==> src/sensor_frame_pkg.sv <==
package sensor_frame_pkg;

    // register byte addresses
    localparam logic [7:0] OFS_CTRL = 8'h00;
    localparam logic [7:0] OFS_ADDR_HI = 8'h04;
    localparam logic [7:0] OFS_ADDR_LO = 8'h08;
    localparam logic [7:0] OFS_NET = 8'h0C;
    localparam logic [7:0] OFS_RXOPT = 8'h10;
    localparam logic [7:0] OFS_AD_AB = 8'h14;
    localparam logic [7:0] OFS_AD_CD = 8'h18;
    localparam logic [7:0] OFS_TEMP = 8'h1C;
    localparam logic [7:0] OFS_STATUS = 8'h20;

    // control and status bit positions
    localparam int CTRL_AOO_BIT = 0;
    localparam int CTRL_AD_BIT = 1;
    localparam int CTRL_TEMP_BIT = 2;
    localparam int CTRL_LAUNCH_BIT = 8;
    localparam int ST_BUSY_BIT = 0;
    localparam int ST_WATER_BIT = 1;
    localparam int ST_DROP_BIT = 2;
    localparam int ST_COUNT_LSB = 8;

    // values after reset
    localparam logic [2:0] CTRL_RESET = 3'h0;
    localparam logic [31:0] WORD_RESET = 32'h0000_0000;
    localparam logic [15:0] HALF_RESET = 16'h0000;
    localparam logic [7:0] BYTE_RESET = 8'h00;
    localparam logic [2:0] WATER_SYNC_RESET = 3'h7;

    // frame byte positions
    localparam logic [4:0] IDX_START = 5'h00;
    localparam logic [4:0] IDX_LEN_MSB = 5'h01;
    localparam logic [4:0] IDX_LEN_LSB = 5'h02;
    localparam logic [4:0] IDX_TYPE = 5'h03;
    localparam logic [4:0] IDX_ADDR_FIRST = 5'h04;
    localparam logic [4:0] IDX_ADDR_LAST = 5'h0B;
    localparam logic [4:0] IDX_NET_MSB = 5'h0C;
    localparam logic [4:0] IDX_NET_LSB = 5'h0D;
    localparam logic [4:0] IDX_RXOPT = 5'h0E;
    localparam logic [4:0] IDX_FLAGS = 5'h0F;
    localparam logic [4:0] IDX_AD_FIRST = 5'h10;
    localparam logic [4:0] IDX_AD_LAST = 5'h17;
    localparam logic [4:0] IDX_TEMP_MSB = 5'h18;
    localparam logic [4:0] IDX_TEMP_LSB = 5'h19;
    localparam logic [4:0] IDX_CSUM = 5'h1A;
    localparam int FRAME_BYTES = 27;

    // frame field values
    localparam logic [7:0] START_DELIM = 8'h7E;
    localparam logic [7:0] FRAME_TYPE = 8'h94;
    localparam logic [15:0] FRAME_LEN = 16'h0017;
    localparam logic [7:0] CSUM_BASE = 8'hFF;
    localparam logic [7:0] RXOPT_MASK = 8'h23;
    localparam logic [7:0] FLAG_AD = 8'h01;
    localparam logic [7:0] FLAG_TEMP = 8'h02;
    localparam logic [7:0] FLAG_WATER = 8'h60;
    localparam logic [15:0] NO_READING = 16'hFFFF;

    typedef enum logic [2:0] {
        ST_IDLE = 3'b000,
        ST_FILL = 3'b001,
        ST_RD = 3'b010,
        ST_LD = 3'b011,
        ST_WAIT = 3'b100
    } frame_state_type;

endpackage

==> src/frame_mem_if.sv <==
`timescale 1ns/100ps
`default_nettype none

interface frame_mem_if;
    logic we;
    logic [4:0] waddr;
    logic [7:0] wdata;
    logic [4:0] raddr;
    logic [7:0] rdata;

    modport owner (output we, output waddr, output wdata, output raddr, input rdata);
    modport store (input we, input waddr, input wdata, input raddr, output rdata);
endinterface

`default_nettype wire

==> src/frame_store.sv <==
`timescale 1ns/100ps
`default_nettype none

module frame_store
    import sensor_frame_pkg::*;
(
    // clock, reset, enable
    input wire logic mclk_i,
    input wire logic rst_n_i,
    input wire logic ce_i,
    // frame byte port
    frame_mem_if.store bus
);

    logic [7:0] mem_reg [FRAME_BYTES];
    logic [7:0] rdata_reg;

    always_ff @(posedge mclk_i) begin
        if (ce_i && bus.we) begin
            mem_reg[bus.waddr] <= bus.wdata;
        end
    end

    always_ff @(posedge mclk_i or negedge rst_n_i) begin
        if (!rst_n_i) begin
            rdata_reg <= BYTE_RESET;
        end else if (ce_i) begin
            rdata_reg <= mem_reg[bus.raddr];
        end
    end

    assign bus.rdata = rdata_reg;

endmodule

`default_nettype wire

==> src/sensor_read_frame_builder.sv <==
// The placing of the registers and register access over Wishbone were chosen for this implementation.
`timescale 1ns/100ps
`default_nettype none

module sensor_read_frame_builder
    import sensor_frame_pkg::*;
(
    // clock, reset, enable
    input wire logic mclk_i,
    input wire logic rstn_i,
    input wire logic ce_i,
    // wishbone slave
    input wire logic wb_cyc_i,
    input wire logic wb_stb_i,
    input wire logic wb_we_i,
    input wire logic [7:0] wb_adr_i,
    input wire logic [3:0] wb_sel_i,
    input wire logic [31:0] wb_dat_i,
    output logic [31:0] wb_dat_o,
    output logic wb_ack_o,
    // sensor pin
    input wire logic water_detect_input_i,
    // serial byte stream
    input wire logic tx_ready_i,
    output logic tx_valid_o,
    output logic [7:0] tx_data_o,
    output logic tx_last_o
);

    function automatic logic [31:0] wr_merge(input logic [31:0] cur, input logic [31:0] din,
                                             input logic [3:0] sel);
        logic [31:0] res;
        res = cur;
        for (int i = 0; i < 4; i++) begin
            if (sel[i]) begin
                res[8*i +: 8] = din[8*i +: 8];
            end
        end
        return res;
    endfunction

    logic [1:0] rst_sync_reg;
    logic rst_n;
    logic [2:0] ctrl_reg;
    logic [31:0] addr_hi_reg;
    logic [31:0] addr_lo_reg;
    logic [15:0] net_reg;
    logic [7:0] rxopt_reg;
    logic [31:0] ad_ab_reg;
    logic [31:0] ad_cd_reg;
    logic [15:0] temp_reg;
    logic drop_reg;
    logic [7:0] count_reg;
    logic [2:0] water_sync_reg;
    logic water_level_reg;
    frame_state_type state_reg;
    logic [4:0] fill_idx_reg;
    logic [4:0] send_idx_reg;
    logic [7:0] csum_reg;
    logic [31:0] cur_word;
    logic [31:0] merged_word;
    logic [7:0] fill_byte;
    logic [7:0] flags_byte;
    logic [2:0] addr_sel;
    logic [2:0] ad_sel;
    logic [63:0] addr_word;
    logic [63:0] ad_word;
    logic [15:0] temp_word;
    logic wb_req;
    logic wb_wr;
    logic busy;
    logic launch;
    logic frame_go;
    logic drop_set;
    logic drop_clr;
    logic water_present;
    logic tx_fire;

    frame_mem_if mem_bus ();

    frame_store u_store (
        .mclk_i(mclk_i),
        .rst_n_i(rst_n),
        .ce_i(ce_i),
        .bus(mem_bus.store)
    );

    // reset release
    always_ff @(posedge mclk_i or negedge rstn_i) begin
        if (!rstn_i) begin
            rst_sync_reg <= 2'b00;
        end else begin
            rst_sync_reg <= {rst_sync_reg[0], 1'b1};
        end
    end
    assign rst_n = rst_sync_reg[1];

    assign wb_req = wb_cyc_i && wb_stb_i && !wb_ack_o;
    assign wb_wr = wb_cyc_i && wb_stb_i && wb_ack_o && wb_we_i && ce_i;
    assign busy = (state_reg != ST_IDLE);
    assign water_present = !water_level_reg;
    assign tx_fire = ce_i && tx_valid_o && tx_ready_i;
    assign launch = wb_wr && (wb_adr_i == OFS_CTRL) && wb_sel_i[1] && wb_dat_i[CTRL_LAUNCH_BIT];
    assign frame_go = launch && !busy && !merged_word[CTRL_AOO_BIT];
    assign drop_set = launch && busy;
    assign drop_clr = wb_wr && (wb_adr_i == OFS_STATUS) && wb_sel_i[0] && wb_dat_i[ST_DROP_BIT];

    always_comb begin
        case (wb_adr_i)
            OFS_CTRL: cur_word = {29'h0, ctrl_reg};
            OFS_ADDR_HI: cur_word = addr_hi_reg;
            OFS_ADDR_LO: cur_word = addr_lo_reg;
            OFS_NET: cur_word = {16'h0000, net_reg};
            OFS_RXOPT: cur_word = {24'h00_0000, rxopt_reg};
            OFS_AD_AB: cur_word = ad_ab_reg;
            OFS_AD_CD: cur_word = ad_cd_reg;
            OFS_TEMP: cur_word = {16'h0000, temp_reg};
            OFS_STATUS: cur_word = {16'h0000, count_reg, 5'h00, drop_reg, water_present, busy};
            default: cur_word = WORD_RESET;
        endcase
    end
    assign merged_word = wr_merge(cur_word, wb_dat_i, wb_sel_i);

    // wishbone answer, one cycle after the request
    always_ff @(posedge mclk_i or negedge rst_n) begin
        if (!rst_n) begin
            wb_ack_o <= 1'b0;
            wb_dat_o <= WORD_RESET;
        end else if (ce_i) begin
            wb_ack_o <= wb_req;
            if (wb_req) begin
                wb_dat_o <= cur_word;
            end
        end
    end

    // payload registers, frozen while a frame is in flight
    always_ff @(posedge mclk_i or negedge rst_n) begin
        if (!rst_n) begin
            ctrl_reg <= CTRL_RESET;
            addr_hi_reg <= WORD_RESET;
            addr_lo_reg <= WORD_RESET;
            net_reg <= HALF_RESET;
            rxopt_reg <= BYTE_RESET;
            ad_ab_reg <= WORD_RESET;
            ad_cd_reg <= WORD_RESET;
            temp_reg <= HALF_RESET;
        end else if (wb_wr && !busy) begin
            case (wb_adr_i)
                OFS_CTRL: ctrl_reg <= merged_word[2:0];
                OFS_ADDR_HI: addr_hi_reg <= merged_word;
                OFS_ADDR_LO: addr_lo_reg <= merged_word;
                OFS_NET: net_reg <= merged_word[15:0];
                OFS_RXOPT: rxopt_reg <= merged_word[7:0];
                OFS_AD_AB: ad_ab_reg <= merged_word;
                OFS_AD_CD: ad_cd_reg <= merged_word;
                OFS_TEMP: temp_reg <= merged_word[15:0];
                default: ;
            endcase
        end
    end

    // lost-sample flag, set wins over clear
    always_ff @(posedge mclk_i or negedge rst_n) begin
        if (!rst_n) begin
            drop_reg <= 1'b0;
        end else if (drop_set) begin
            drop_reg <= 1'b1;
        end else if (drop_clr) begin
            drop_reg <= 1'b0;
        end
    end

    // water pin synchroniser, change taken when stages two and three agree
    always_ff @(posedge mclk_i or negedge rst_n) begin
        if (!rst_n) begin
            water_sync_reg <= WATER_SYNC_RESET;
            water_level_reg <= 1'b1;
        end else if (ce_i) begin
            water_sync_reg <= {water_sync_reg[1:0], water_detect_input_i};
            if (water_sync_reg[1] == water_sync_reg[2]) begin
                water_level_reg <= water_sync_reg[2];
            end
        end
    end

    assign addr_word = {addr_hi_reg, addr_lo_reg};
    assign ad_word = ctrl_reg[CTRL_AD_BIT] ? {ad_ab_reg, ad_cd_reg} : {4{NO_READING}};
    assign temp_word = ctrl_reg[CTRL_TEMP_BIT] ? temp_reg : NO_READING;
    assign flags_byte = (ctrl_reg[CTRL_AD_BIT] ? FLAG_AD : BYTE_RESET)
        | (ctrl_reg[CTRL_TEMP_BIT] ? FLAG_TEMP : BYTE_RESET)
        | (water_present ? FLAG_WATER : BYTE_RESET);

    // byte for the current fill position
    always_comb begin
        fill_byte = BYTE_RESET;
        addr_sel = 3'(IDX_ADDR_LAST - fill_idx_reg);
        ad_sel = 3'(IDX_AD_LAST - fill_idx_reg);
        case (fill_idx_reg)
            IDX_START: fill_byte = START_DELIM;
            IDX_LEN_MSB: fill_byte = FRAME_LEN[15:8];
            IDX_LEN_LSB: fill_byte = FRAME_LEN[7:0];
            IDX_TYPE: fill_byte = FRAME_TYPE;
            IDX_NET_MSB: fill_byte = net_reg[15:8];
            IDX_NET_LSB: fill_byte = net_reg[7:0];
            IDX_RXOPT: fill_byte = rxopt_reg & RXOPT_MASK;
            IDX_FLAGS: fill_byte = flags_byte;
            IDX_TEMP_MSB: fill_byte = temp_word[15:8];
            IDX_TEMP_LSB: fill_byte = temp_word[7:0];
            IDX_CSUM: fill_byte = CSUM_BASE - csum_reg;
            default: begin
                if (fill_idx_reg >= IDX_ADDR_FIRST && fill_idx_reg <= IDX_ADDR_LAST) begin
                    fill_byte = addr_word[{addr_sel, 3'b000} +: 8];
                end else if (fill_idx_reg >= IDX_AD_FIRST && fill_idx_reg <= IDX_AD_LAST) begin
                    fill_byte = ad_word[{ad_sel, 3'b000} +: 8];
                end
            end
        endcase
    end

    // running checksum over offsets 3..25
    always_ff @(posedge mclk_i or negedge rst_n) begin
        if (!rst_n) begin
            csum_reg <= BYTE_RESET;
        end else if (ce_i) begin
            if (frame_go) begin
                csum_reg <= BYTE_RESET;
            end else if (state_reg == ST_FILL && fill_idx_reg >= IDX_TYPE
                         && fill_idx_reg <= IDX_TEMP_LSB) begin
                csum_reg <= csum_reg + fill_byte;
            end
        end
    end

    assign mem_bus.we = (state_reg == ST_FILL);
    assign mem_bus.waddr = fill_idx_reg;
    assign mem_bus.wdata = fill_byte;
    assign mem_bus.raddr = send_idx_reg;

    // frame sequencer: fill store, then read out byte by byte
    always_ff @(posedge mclk_i or negedge rst_n) begin
        if (!rst_n) begin
            state_reg <= ST_IDLE;
            fill_idx_reg <= IDX_START;
            send_idx_reg <= IDX_START;
            count_reg <= BYTE_RESET;
        end else if (ce_i) begin
            case (state_reg)
                ST_IDLE: begin
                    if (frame_go) begin
                        state_reg <= ST_FILL;
                        fill_idx_reg <= IDX_START;
                    end
                end
                ST_FILL: begin
                    if (fill_idx_reg == IDX_CSUM) begin
                        state_reg <= ST_RD;
                        send_idx_reg <= IDX_START;
                    end else begin
                        fill_idx_reg <= fill_idx_reg + 5'h01;
                    end
                end
                ST_RD: state_reg <= ST_LD;
                ST_LD: state_reg <= ST_WAIT;
                ST_WAIT: begin
                    if (tx_ready_i) begin
                        if (send_idx_reg == IDX_CSUM) begin
                            state_reg <= ST_IDLE;
                            count_reg <= count_reg + 8'h01;
                        end else begin
                            send_idx_reg <= send_idx_reg + 5'h01;
                            state_reg <= ST_RD;
                        end
                    end
                end
                default: state_reg <= ST_IDLE;
            endcase
        end
    end

    // byte stream outputs
    always_ff @(posedge mclk_i or negedge rst_n) begin
        if (!rst_n) begin
            tx_valid_o <= 1'b0;
            tx_data_o <= BYTE_RESET;
            tx_last_o <= 1'b0;
        end else if (ce_i) begin
            if (state_reg == ST_LD) begin
                tx_valid_o <= 1'b1;
                tx_data_o <= mem_bus.rdata;
                tx_last_o <= (send_idx_reg == IDX_CSUM);
            end else if (tx_fire) begin
                tx_valid_o <= 1'b0;
                tx_last_o <= 1'b0;
            end
        end
    end

    // sum of bytes 3..25 as sent, for checking
    logic [7:0] sent_sum_reg;
    always_ff @(posedge mclk_i or negedge rst_n) begin
        if (!rst_n) begin
            sent_sum_reg <= BYTE_RESET;
        end else if (tx_fire) begin
            if (send_idx_reg == IDX_START) begin
                sent_sum_reg <= BYTE_RESET;
            end else if (send_idx_reg >= IDX_TYPE && send_idx_reg <= IDX_TEMP_LSB) begin
                sent_sum_reg <= sent_sum_reg + tx_data_o;
            end
        end
    end
endmodule

`default_nettype wire

==> config.mk <==
export PLATFORM = sky130hd
export DESIGN_NAME = sensor_read_frame_builder
export DESIGN_NICKNAME = d
export VERILOG_FILES = /design/src/sensor_frame_pkg.sv /design/src/frame_mem_if.sv /design/src/frame_store.sv /design/src/sensor_read_frame_builder.sv
export SDC_FILE = /design/constraint.sdc
export NUM_CORES = 1
export LEC_CHECK = 0
export BUFFER_PORTS_ARGS = -buffer_cell sky130_fd_sc_hd__buf_2
export CORE_MARGIN = 1.5
export CORE_UTILIZATION = 60
export CTS_CLUSTER_SIZE = 14
export DETAILED_ROUTE_END_ITERATION = 7
export PLACE_DENSITY = 0.8
export SLEW_MARGIN = 25
export SYNTH_ARGS = -nofsm -noshare
export SYNTH_HDL_FRONTEND = slang
export SYNTH_HIERARCHICAL = 1
export SYNTH_SLANG_ARGS = --single-unit
==> constraint.sdc <==
create_clock -name mclk_i -period 10.45 [get_ports mclk_i]
set_input_delay 1.5675 -clock mclk_i [delete_from_list [all_inputs] [get_ports mclk_i]]
set_output_delay 1.5675 -clock mclk_i [all_outputs]
set_load 0.005 [all_outputs]
# [After elaboration in Yosys (flattened, before gate mapping)]
# Memories as Yosys holds them, arrays and structs flattened. A register that Yosys moved wholly into a read port is not among the register bits.
# Cells that the tools add are included.
[word_totals] regBits=250 ramBits=216 in_bits=52 out_inout_bits=43 elab_cells=156 memories=1
[op_classes] add_sub_neg=7 magnitude_cmp=6 n_eq_ne=29 shift=2 n_mux=34 bitwise=2 reduce_logical=53
[mem_list] memory="u_store.mem_reg" depth=27 width=8 read_ports=1 rd_clocked_by_memory_dff=1 wr=1 line_no="frame_store.sv:15" text="logic [7:0] mem_reg [FRAME_BYTES];"
[op_table] cell="32-bit case mux with 9 select lines" count=1
[op_table] cell="64-bit by 7-bit indexed part select with 8-bit output" count=2
[op_table] cell="8-bit case mux with 11 select lines" count=1
[op_table] cell="64-bit 2-to-1 mux" count=1
[op_table] cell="8-bit 2-to-1 mux" count=8
[op_table] cell="8-bit by 5-bit == test with 1-bit output (second input constant)" count=4
[op_table] cell="2-bit AND reduction" count=13
[op_table] cell="5-bit 2-to-1 mux" count=5
[op_table] cell="1-bit logical AND" count=22
[op_table] cell="5-bit by 4-bit == test with 1-bit output (second input constant)" count=4
[op_table] cell="5-bit == test (second input constant)" count=4
[op_table] cell="5-bit case mux with 2 select lines" count=2
[op_table] cell="8-bit by 4-bit == test with 1-bit output (second input constant)" count=2
[op_table] cell="16-bit 2-to-1 mux" count=1
[op_table] cell="3-bit case mux with 5 select lines" count=1
[op_table] cell="4-bit AND reduction" count=3
[op_table] cell="5-bit by 1-bit adder with 5-bit output (second input constant)" count=2
[op_table] cell="5-bit by 2-bit == test with 1-bit output (second input constant)" count=2
[op_table] cell="5-bit less-or-equal comparator (second input constant)" count=2
[op_table] cell="2-bit != test (second input constant)" count=5
[op_table] cell="2-bit nonzero test" count=5
[op_table] cell="3-bit 2-to-1 mux" count=3
[op_table] cell="8-bit by 1-bit adder with 8-bit output (second input constant)" count=1
[op_table] cell="8-bit adder" count=1
[op_table] cell="other kinds (25)" count=38

# [Longest topological paths before layout]
[depth] word_depth=11 depth_mapped=20 ltp_nobuf=17

# [Hierarchy]
# The synthesis kept the hierarchy.
[by_module_without_submodules] mod="sensor_read_frame_builder" instances=1 cells_each=1299 area_per_inst_um2=13065.0 seq_area_each_um2=6261.0
[by_module_without_submodules] mod="frame_store" instances=1 cells_each=457 area_per_inst_um2=8867.3 seq_area_each_um2=6686.4

# [Least setup slack after synthesis]
# OpenSTA, ideal clock, no wires.
[synth_timing] path_kind="reg2reg" start="register fill_idx_reg[0]" end="register csum_reg[7]" setup_ps=125 t_arrival_ps=4847 required_ps=10325 setup_slack_ps=5478 path_stages_with_launch=19 n_path_buf=4 period_less_slack_ps=4972 cell_sequence="dfrtp_1 buf_4 buf_2 inv_1 ha_1 clkbuf_1 nor3_1 o31a_1 o2111ai_1 clkbuf_1 mux2i_1 ha_1 a21o_1 a21oi_1 o21ai_0 o41ai_1 o21ai_0 nand3_1 mux2_4"
[synth_between] elab_chain_cells=8 elab_cells_between_ends=33 cone_classes="add/sub: 3; order compare: 6; eq/ne: 10; shift: 2; mux: 5; reduce/logical: 7"
[synth_rtl] item="start, declared" line_no="sensor_read_frame_builder.sv:57" text="logic [4:0] fill_idx_reg;"
[synth_rtl] item="start signal, assigned" line_no="sensor_read_frame_builder.sv:260" text="fill_idx_reg <= fill_idx_reg + 5'h01;"
[synth_rtl] item="3-bit subtractor, or another cell as far along" line_no="sensor_read_frame_builder.sv:198" text="ad_sel = 3'(IDX_AD_LAST - fill_idx_reg);"
[synth_rtl] item="64-bit by 7-bit indexed part select with 8-bit output / 1-bit logical AND (equally long branches)" line_no="sensor_read_frame_builder.sv:215, sensor_read_frame_builder.sv:214"
[synth_rtl] item="8-bit 2-to-1 mux" line_no="sensor_read_frame_builder.sv:214" text="end else if (fill_idx_reg >= IDX_AD_FIRST && fill_idx_reg <= IDX_AD_LAST) begin"
[synth_rtl] item="8-bit 2-to-1 mux" line_no="sensor_read_frame_builder.sv:212" text="if (fill_idx_reg >= IDX_ADDR_FIRST && fill_idx_reg <= IDX_ADDR_LAST) begin"
[synth_rtl] item="8-bit case mux with 11 select lines (*)" line_no="sensor_read_frame_builder.sv:199" text="case (fill_idx_reg)"
[synth_rtl] item="named net fill_byte[1]" line_no="sensor_read_frame_builder.sv:62" text="logic [7:0] fill_byte;"
[synth_rtl] item="8-bit adder (*)" line_no="sensor_read_frame_builder.sv:230" text="csum_reg <= csum_reg + fill_byte;"
[synth_rtl] item="8-bit 2-to-1 mux (*)" line_no="sensor_read_frame_builder.sv:228" text="end else if (state_reg == ST_FILL && fill_idx_reg >= IDX_TYPE"
[synth_rtl] item="8-bit 2-to-1 mux (*)" line_no="sensor_read_frame_builder.sv:226" text="if (frame_go) begin"
[synth_rtl] item="end signal, assigned" line_no="sensor_read_frame_builder.sv:230"
[synth_rtl] item="end, declared" line_no="sensor_read_frame_builder.sv:59" text="logic [7:0] csum_reg;"
# Mark *: on every way through the listed nets, which the timed path passes. The rest lies on a longest branch. The select of a mux whose other input is x is not followed.
# A chain may end at the register's enable or synchronous reset.

# [Worst setup path in the final report]
# Same ends and word-level chain as after synthesis.

==> results.ini <==
[run_status]
status=finished with violations
violations=DRC

[route]
drcViolationCount=11
drt-total-wl_um=58280
num_vias=15630
drt_iter0_markers=1773
vias_per_cell=6.753
ant_nets=0
first_pass_iters=8
wire_per_inst_um=25.19

[sta]
period_share_pct=48.51
whs_ns=0.2959
hold_viol_final=0
relSlewSlack_pct=31.91
grt_setup_unrepaired=no
clock.fmax_ghz=0.1973
worstMarginPinSlew_ns=1.018
fin_tns_setup_ns=0
slew_viol_final=0
finClkSkew_ns=0.01738
setup_viol=0
period_needed_ns=5.069

[pwr]
p_int_w=0.003742
p_leak_nw=9.362
power.switching_w=0.001586
switching_share_pct=29.77
power_density_mw_per_mm2=219.0
p_clk_share_pct=32.4
seqPwrFrac_pct=44.5
comb_power_share_pct=23.1
max-vdd-ir-drop_v=0.0001580

[floorplanning]
rows=69
die_y_um=194.2
core_region_area_mm2=0.03574
dieArea_mm2=0.03771
die_w_um=194.2
pin_count=95
start_util_pct=61.36

[final_layout]
fin_nets=1883
layout-drive-gt1-share_pct=19.27
area_growth_pct=10.90
seq_area_mm2=0.01296
largest_register_ffs=216
antenna_cells=0
multi_input_area_mm2=0.008416
final.fill_count=2421

[worst_setup_path]
cp_data_arrival_time_ns=5.52
cp_max_fo=42
timing.rr.end=csum_reg[7]
r2r_slack_ns=5.38
r2r_start=fill_idx_reg[0]
path_class=reg2reg
cp_data_required_time_ns=10.91
r2r_cells=15
critPathCaptureType=flop
cp-start-kind=flop

[synthesis]
synth_area_leader_cell=edfxtp_1
synth.avg_cell_area_um2=12.49
synth_fa_ha_area_share_pct=0.9470
synth_edf_count=216
yosys_warnings=6
synthCells=1756
synth_nets=1824
synth_compound_area_share_pct=12.44
synth.top_cell.area_share_pct=29.57
synth_simple_gate_area_share_pct=9.088
synth_top_cells_by_count=264 x nand2_1, 254 x dfrtp_1, 237 x o21ai_0, 216 x edfxtp_1, 88 x mux2i_1
ys_types=87
synthFlopType=dfrtp_1
seq_area_frac_synth_pct=59.03
synth_area_leaders=edfxtp_1 30%, dfrtp_1 29%, mux4_2 6.1%
synthMuxAreaShare_pct=14.84
async_flop_share_pct=54.43
yosysMostFrequentCell=nand2_1
synth_top_family_by_area=multiplexers
synth-seq-cells=474
synth-xor-area-share_pct=0.5591
syn_area_mm2=0.02193

[clocking]
numCtsBuffers=47
cts_setup_buffers=0
cts_max_path_buffers=3
cts_root_buffer=clkbuf_16
post_cts_resized=0
clk_pin_slew_ns=0.06
clock_sinks=474
insertion_delay_ns=0.57
htree_levels=2
cts-hold-fix-buffers=0
cts_tree=done

[global_route]
grt_overflow=0
grt_max_degree=85
grt_use_total_pct=31.60
antenna_found_initial=3
first_global_vias=15150
grt_pass1_wl_um=90400

[placed_design]
numPortBuffers=94
globalplace.congestion=0.9890
hpwlAfterDp_um=38690

[min_path]
min_path_type=reg2async

[job]
drv_cap=0

[final cells by class]
cell class / instances / area share [%]
flip-flops and latches: 474 / 53.27
multi-input cells: 1147 / 34.60
clock buffers: 63 / 5.494
repair buffers: 121 / 2.798
well taps: 461 / 2.371
clock inverters: 24 / 1.096
inverters: 24 / 0.3704
[worst max-delay path: stages, from the launching register on]
cell,delay (ns)
dfrtp_2,0.34
buf_4,0.56
inv_1,0.18
ha_1,0.36
o21bai_1,0.20
nor2_1,0.08
a2111oi_0,0.76
o2111ai_4,0.60
ha_1,0.42
a21o_1,0.16
a21oi_1,0.23
o21ai_0,0.16
o41ai_1,0.32
o21ai_0,0.14
nand3_1,0.12
mux2_4,0.30
[per-layer routing]
layer	track usage (%)	vias to the layer above	share of wire, %
li1	-	6705	-
met1	45.69	7816	40
met2	47.16	966	45
met3	8.749	140	12
met4	9.491	0	3.2
met5	0	-	0
[through the flow]
step,power [W],setup slack (ns),area [um^2],utilization [%],std cells
after global routing,0.005527,4.927,24320,68.05,2314
after detailed placement,0.003616,5.403,22700,63.50,2227
final,0.005328,5.381,24320,68.05,2314
after global placement,0.003564,5.534,22680,63.45,2227
after floorplan,0.003212,2.735,21930,-,1756
after CTS,0.005327,5.319,24300,67.99,2314
[layout by cell type, fill, tap and decap left out, drive strengths merged, types with 14 or more instances in the layout]
master	count
nand2	264
dfrtp	254
o21ai	245
edfxtp	216
buf	121
mux2i	88
nor2	84
mux4	73
clkbuf	63
mux2	60
a22oi	41
a21oi	40
a221oi	28
inv	23
o22ai	21
clkinv	17
nand2b	15
ha	15
nand3	15
nor3	14
[kinds of logic after synthesis]
| logic type | count (synthesis) |
|---|---|
| simple gates | 452 |
| other cells | 1 |
| fa+ha+maj | 16 |
| buf+inv | 135 |
| xor+xnor | 14 |
| mux | 221 |
| flops | 474 |
| compound gates | 443 |
[power groups by stage]
stage / Combinational [W] / Sequential [W] / Clock [W]
after floorplan: 0.000800 / 0.00241 / 0
after global placement: 0.00116 / 0.00240 / 0
after detailed placement: 0.00121 / 0.00241 / 0
after CTS: 0.00122 / 0.00237 / 0.00174
after global routing: 0.00133 / 0.00238 / 0.00182
final: 0.00123 / 0.00237 / 0.00173
[worst max path at each step]
stage                                from      endpoint  depth (start not counted)
final                     fill_idx_reg[0]   csum_reg[7]                         15
after global routing      fill_idx_reg[0]   csum_reg[7]                         15
after CTS                 fill_idx_reg[0]   csum_reg[7]                         15
after detailed placement  fill_idx_reg[0]   csum_reg[7]                         15
after global placement    fill_idx_reg[0]   csum_reg[7]                         15
after floorplan           rst_sync_reg[1]  ad_ab_reg[0]                          0
Note: power is estimated with default switching activity, not from simulation.
